**src/rtl/sslc_pkg.sv**
```systemverilog
// Package of offsets, fields and reset values for the lane config registers
// Notes on behaviour
// - Scan access register reads and writes the 16-bit calibration scan vector.
// - Sync enable one turns on training pattern, alignment and sync delay.
// - Sync enable zero disables alignment and ignores sync activity.
// - Sync delay code sits in bits 14 to 7, zero means no delay.
// - Bits 6 to 5 read back divider phase during sync, read only.
// - Bits 15 to 14 of driver config select de-emphasis level.
// - Bits 13 to 12 of driver config select common-mode level.
// - Bits 11 to 10 of driver config select differential swing.
// - Bits 9 to 0 configure lane test features with test mode and tables.
// - Sync input enters training pattern unless training disable is one.
package sslc_pkg;
    // ****************************************
    // Register indices (byte address = 4 * index)
    // ****************************************
    localparam logic [7:0] SSLC_IDX_SCAN = 8'h0e;
    localparam logic [7:0] SSLC_IDX_RSVD = 8'h0f;
    localparam logic [7:0] SSLC_IDX_ALIGN = 8'h10;
    localparam logic [7:0] SSLC_IDX_LINE = 8'h11;
    localparam logic [7:0] SSLC_IDX_CTRL = 8'h20;
    // ****************************************
    // Reset values
    // ****************************************
    localparam logic [15:0] SSLC_RST_SCAN = 16'h0000;
    localparam logic [15:0] SSLC_RST_RSVD = 16'h0001;
    localparam logic [15:0] SSLC_RST_ALIGN = 16'h8000;
    localparam logic [15:0] SSLC_RST_LINE = 16'h0000;
    localparam logic [15:0] SSLC_RST_CTRL = 16'h0000;
    // ****************************************
    // Field positions
    // ****************************************
    localparam int SSLC_SDE_BIT = 15;
    localparam int SSLC_SDV_HI = 14;
    localparam int SSLC_SDV_LO = 7;
    localparam int SSLC_PH_HI = 6;
    localparam int SSLC_PH_LO = 5;
    localparam int SSLC_EM_HI = 15;
    localparam int SSLC_EM_LO = 14;
    localparam int SSLC_CM_HI = 13;
    localparam int SSLC_CM_LO = 12;
    localparam int SSLC_SW_HI = 11;
    localparam int SSLC_SW_LO = 10;
    localparam int SSLC_TL_HI = 9;
    localparam int SSLC_TL_LO = 0;
    localparam int SSLC_TD_BIT = 0;
endpackage

```
**src/rtl/sslc_regs.sv**
```systemverilog
// Wishbone register slice for sync and serial lane configuration
//
// Decided for this implementation: the Wishbone register port.
`timescale 1ns/1ns
module sslc_regs
(
    input wire logic i_clk,
    input wire logic i_rst_b,
    input wire logic i_wb_cyc,
    input wire logic i_wb_stb,
    input wire logic i_wb_we,
    input wire logic [7:0] i_wb_adr,
    input wire logic [3:0] i_wb_sel,
    input wire logic [31:0] i_wb_dat,
    output logic [31:0] o_wb_dat,
    output logic o_wb_ack,
    input wire logic i_sync,
    input wire logic [1:0] i_divider_phase,
    output logic [15:0] o_scan_vector,
    output logic o_scan_load,
    output logic o_align_enable,
    output logic o_sync_delay_enable,
    output logic [7:0] o_sync_delay_value,
    output logic o_training_mode,
    output logic [1:0] o_line_preemphasis_level,
    output logic [1:0] o_line_common_level_sel,
    output logic [1:0] o_line_swing_sel,
    output logic [9:0] o_lane_test_config
);
    import sslc_pkg::*;

    // ****************************************
    // Bus decode
    // ****************************************
    logic [15:0] scan_reg;
    logic [15:0] rsvd_reg;
    logic [15:0] align_reg;
    logic [15:0] line_reg;
    logic [15:0] ctrl_reg;
    logic [1:0] phase_reg;
    logic ack_reg;
    logic [31:0] rdat_reg;
    logic req;
    logic wr;
    logic [15:0] rd_next;

    // Ack blocked only in the cycle after an ack, so a held request yields a one-cycle pulse every other cycle
    assign req = i_wb_cyc & i_wb_stb & ~ack_reg;
    assign wr = req & i_wb_we;

    // Merge write data by byte lane
    function automatic logic [15:0] sslc_merge(input logic [15:0] old,
        input logic [31:0] dat, input logic [3:0] sel);
        logic [15:0] r;
        r = old;
        if (sel[0])
        begin
            r[7:0] = dat[7:0];
        end
        if (sel[1])
        begin
            r[15:8] = dat[15:8];
        end
        return r;
    endfunction

    always_ff @(posedge i_clk)
    begin
        if (!i_rst_b)
        begin
            ack_reg <= 1'b0;
        end
        else
        begin
            ack_reg <= req;
        end
    end

    // ****************************************
    // Registers
    // ****************************************
    always_ff @(posedge i_clk)
    begin
        if (!i_rst_b)
        begin
            scan_reg <= SSLC_RST_SCAN;
            rsvd_reg <= SSLC_RST_RSVD;
            align_reg <= SSLC_RST_ALIGN;
            line_reg <= SSLC_RST_LINE;
            ctrl_reg <= SSLC_RST_CTRL;
        end
        else if (wr)
        begin
            if (i_wb_adr == SSLC_IDX_SCAN)
            begin
                scan_reg <= sslc_merge(scan_reg, i_wb_dat, i_wb_sel);
            end
            else if (i_wb_adr == SSLC_IDX_RSVD)
            begin
                // Stored as written; host keeps it at one
                rsvd_reg <= sslc_merge(rsvd_reg, i_wb_dat, i_wb_sel);
            end
            else if (i_wb_adr == SSLC_IDX_ALIGN)
            begin
                // Phase bits are read only; low reserved bits held at zero
                align_reg <= sslc_merge(align_reg, i_wb_dat, i_wb_sel)
                    & 16'hff80;
            end
            else if (i_wb_adr == SSLC_IDX_LINE)
            begin
                line_reg <= sslc_merge(line_reg, i_wb_dat, i_wb_sel);
            end
            else if (i_wb_adr == SSLC_IDX_CTRL)
            begin
                ctrl_reg <= sslc_merge(ctrl_reg, i_wb_dat, i_wb_sel) & 16'h0001;
            end
        end
    end

    // Divider phase captured only while sync procedure runs
    always_ff @(posedge i_clk)
    begin
        if (!i_rst_b)
        begin
            phase_reg <= 2'b00;
        end
        else if (o_align_enable && i_sync)
        begin
            phase_reg <= i_divider_phase;
        end
    end

    // ****************************************
    // Read path
    // ****************************************
    always_comb
    begin
        rd_next = 16'h0000;
        if (i_wb_adr == SSLC_IDX_SCAN)
        begin
            rd_next = scan_reg;
        end
        else if (i_wb_adr == SSLC_IDX_RSVD)
        begin
            rd_next = rsvd_reg;
        end
        else if (i_wb_adr == SSLC_IDX_ALIGN)
        begin
            rd_next = align_reg;
            rd_next[SSLC_PH_HI:SSLC_PH_LO] = phase_reg;
        end
        else if (i_wb_adr == SSLC_IDX_LINE)
        begin
            rd_next = line_reg;
        end
        else if (i_wb_adr == SSLC_IDX_CTRL)
        begin
            rd_next = ctrl_reg;
        end
    end

    always_ff @(posedge i_clk)
    begin
        if (!i_rst_b)
        begin
            rdat_reg <= 32'h0000_0000;
        end
        else if (req && !i_wb_we)
        begin
            rdat_reg <= {16'h0000, rd_next};
        end
    end

    // Scan load strobe follows a write to the scan register
    always_ff @(posedge i_clk)
    begin
        if (!i_rst_b)
        begin
            o_scan_load <= 1'b0;
        end
        else
        begin
            o_scan_load <= wr && (i_wb_adr == SSLC_IDX_SCAN);
        end
    end

    // ****************************************
    // Outputs
    // ****************************************
    assign o_wb_ack = ack_reg;
    assign o_wb_dat = rdat_reg;
    assign o_scan_vector = scan_reg;
    assign o_align_enable = align_reg[SSLC_SDE_BIT];
    assign o_sync_delay_enable = align_reg[SSLC_SDE_BIT];
    // Delay forced to zero when disabled to cut power
    assign o_sync_delay_value = align_reg[SSLC_SDE_BIT] ?
        align_reg[SSLC_SDV_HI:SSLC_SDV_LO] : 8'h00;
    // Sync ignored while disabled
    assign o_training_mode = align_reg[SSLC_SDE_BIT] & i_sync
        & ~ctrl_reg[SSLC_TD_BIT];
    assign o_line_preemphasis_level = line_reg[SSLC_EM_HI:SSLC_EM_LO];
    assign o_line_common_level_sel = line_reg[SSLC_CM_HI:SSLC_CM_LO];
    assign o_line_swing_sel = line_reg[SSLC_SW_HI:SSLC_SW_LO];
    assign o_lane_test_config = line_reg[SSLC_TL_HI:SSLC_TL_LO];
endmodule // sslc_regs

```
**config.mk**
```make
export PLATFORM = sky130hd
export DESIGN_NAME = sslc_regs
export DESIGN_NICKNAME = d
export VERILOG_FILES = /design/src/rtl/sslc_pkg.sv /design/src/rtl/sslc_regs.sv
export SDC_FILE = /design/constraint.sdc
export NUM_CORES = 1
export LEC_CHECK = 0
export BUFFER_PORTS_ARGS = -buffer_cell sky130_fd_sc_hd__buf_2
export CAP_MARGIN = 30
export CORE_MARGIN = 5
export CORE_UTILIZATION = 40
export CTS_BUF_LIST = sky130_fd_sc_hd__clkbuf_8
export CTS_CLUSTER_SIZE = 25
export DETAILED_ROUTE_END_ITERATION = 8
export PLACE_DENSITY = 0.69
export SKIP_CTS_REPAIR_TIMING = 1
export SLEW_MARGIN = 20
export SYNTH_ARGS = -nofsm -noshare
export SYNTH_HDL_FRONTEND = slang
export SYNTH_SLANG_ARGS = --single-unit
```
**constraint.sdc**
```tcl
create_clock -name i_clk -period 1.45 [get_ports i_clk]
set_input_delay 0.29 -clock i_clk [delete_from_list [all_inputs] [get_ports i_clk]]
set_output_delay 0.29 -clock i_clk [all_outputs]
set_load 0.03 [all_outputs]
```
==> impl_metrics.tcl <==
set metrics [dict create \
    dieArea_um2 10900 \
    antenna_left 0 \
    cp-end-kind "output pin" \
    placed_area_um2 4260 \
    yosysSeqAreaShare_pct 44.0 \
    ys_types 37 \
    clkTransAtPathRegs_ps 80 \
    irDropWorstVdd_mv 0.539 \
    r2r_start "o_wb_ack$_SDFF_PN0_" \
    drt_wl_total_um 9840 \
    via_per_inst 5.20 \
    outcome "complete, but fails checks" \
    antenna_cells 0 \
    synth.area.top_cells "dfxtp_1 44%, mux2i_1 13%, nand2_1 6.3%" \
    crit_chain "buf_6, and2_4, buf_6" \
    required_ps 1160 \
    use_met2_pct 27.8 \
    cts-buffers-inserted 9 \
    clkLatencyLatePin_ps 360 \
    final_max_slew_viol_count 0 \
    grt_usage_pct 17.5 \
    syn_inst 384 \
    grt_pass1_vias 3107 \
    path_max_fanout 8 \
    slowest_stage "dfxtp_4" \
    rows 34 \
    hold_class "input pin to flip-flop" \
    fin_skew_ps 11.9 \
    yosys.area_share.simple_pct 23.3 \
    coreArea_um2 8680 \
    nNetsFinal 544 \
    setup_viol 6 \
    fmax_mhz 685 \
    hold_viol_final 0 \
    ios 129 \
    synth_top_family_by_area "simple AND/OR/NAND/NOR gates" \
    violations "setup timing" \
    num_vias 3148 \
    hpwl_um 6890 \
    grt_max_degree 50 \
    cts.htree.levels 3 \
    antenna_found_initial 0 \
    hp-start "i_wb_dat[15]" \
    overflow 0 \
    clock-sinks 78 \
    synth_fa_ha_area_share_pct 0 \
    synth_area_um2 3550 \
    routedWlPerCell_um 16.3 \
    final_cell_mix "86 x buf_2, 76 x dfxtp_1, 59 x nand2_1, 45 x mux2i_1, 34 x o21ai_0" \
    holdWs_ps 179 \
    utilization_pct 53.4 \
    startpoint_type "flip-flop" \
    synth_top_area_share_pct 44.0 \
    yosysWarnings 0 \
    drt_pre_antenna_iters 5 \
    arrival_ps 1170 \
    use_met3_pct 4.78 \
    synth_mux_area_share_pct 12.7 \
    p_per_area_nw_per_um2 950 \
    synth-edff-count 0 \
    grt-busiest-layer "met2" \
    cp_common_cell "buf_6" \
    cp-startpoint "align_reg[15]$_SDFFE_PN1P_" \
    start_util_pct 40.9 \
    port_buffers 94 \
    synth_compound_area_share_pct 11.8 \
    rsz0062_at_grt "true" \
    grt_pass1_wl_um 15600 \
    cts_buffer_depth 2 \
    final_common_cell "buf_2" \
    fp.dieW_um 104 \
    ys_ff_latch 78 \
    drive_gt1_share_pct 37.0 \
    synth_flop_cell "dfxtp_1" \
    max_stage_delay_ps 420 \
    place_congestion 0.816 \
    grt_use_met1_pct 23.3 \
    drc 0 \
    cts_tree "built" \
    synth_area_per_cell_um2 9.25 \
    p_leak_nw 2.18 \
    ys_async_sr_fraction_pct 0 \
    power.total_mw 4.40 \
    synth_top_area_cell "dfxtp_1" \
    maxCapViolCount 0 \
    synth-xor-area-share_pct 0 \
    crit_type "flip-flop to output pin" \
    postLayoutCellArea_um2 4640 \
    period_share_pct 101 \
    multiInputGateArea_um2 1870 \
    first_iter_violations 215 \
    clockRootBuffer "clkbuf_8" \
    die_h_um 104 \
    period_needed_ps 1460 \
    nFillCells 785 \
    regArea_um2 1570 \
    worst_slack_ps -10.3 \
    tns_ps -35.7 \
    syn_to_final_growth_pct 30.5 \
]
area by class of cell:
cell class	count	share of cell area (%)
clock buffers	10	2.97
clock inverters	6	1.81
inverters	1	0.0810
multi-input cells	275	40.3
flip-flops and latches	78	33.8
well taps	108	2.91
repair buffers	127	18.1
routing by layer:
layer  part of all wire, %  wire (um)  vias to the layer above
met5                     0          0                        -
met4                   1.3        127                        0
met3                   5.8        567                       12
met2                    47       4630                       98
met1                    46       4520                     1488
li1                      -          -                     1550
metrics by stage:
stage               std cells  worst slack, ps
CTS                       604             -238
global route              605            -71.0
global placement          588             -147
finish                    605            -10.3
floorplan                 399            -2.95
detailed placement        588             -202
Yosys cell counts (5+ instances only):
library cell	count
buf_4	20
mux2i_1	45
dfxtp_1	78
o21ai_0	35
and2_1	11
nor3_1	15
and3_1	12
clkbuf_1	15
nand2_1	60
nand2b_1	5
a221oi_1	11
nand3_1	27
buf_6	5
final timing paths:
path                                     end  slack (ps)  depth (start not counted)
setup / recovery       o_sync_delay_value[1]         -10                          3
hold / removal    align_reg[15]$_SDFFE_PN1P_         180                          3
setup reg to reg   o_wb_dat[15]$_SDFFE_PN0P_         -10                          5
hold reg to reg     rsvd_reg[3]$_SDFFE_PN0P_         460                          2
critical path, delay by kind of cell, from the launching register on:
family                 cells  cell delay (ps)
buffers and inverters      2              250
DFF                        1              420
and+or+nand+nor            1              140
report_power, final:
group | leakage (nW) | switching [mW] | internal (mW)
Clock | 0.118 | 0.829 | 1.02
Sequential | 0.630 | 0.0129 | 2.16
Combinational | 1.44 | 0.252 | 0.137
Total | 2.18 | 1.09 | 3.31
kinds of logic (layout without fill, tap and decap cells):
family / count (synthesis) / in the layout
mux: 45 / 45
other cells: 1 / 16
simple gates: 154 / 154
compound gates: 60 / 60
buf+inv: 46 / 144
flops: 78 / 78
(Power assumes the default switching activity.)
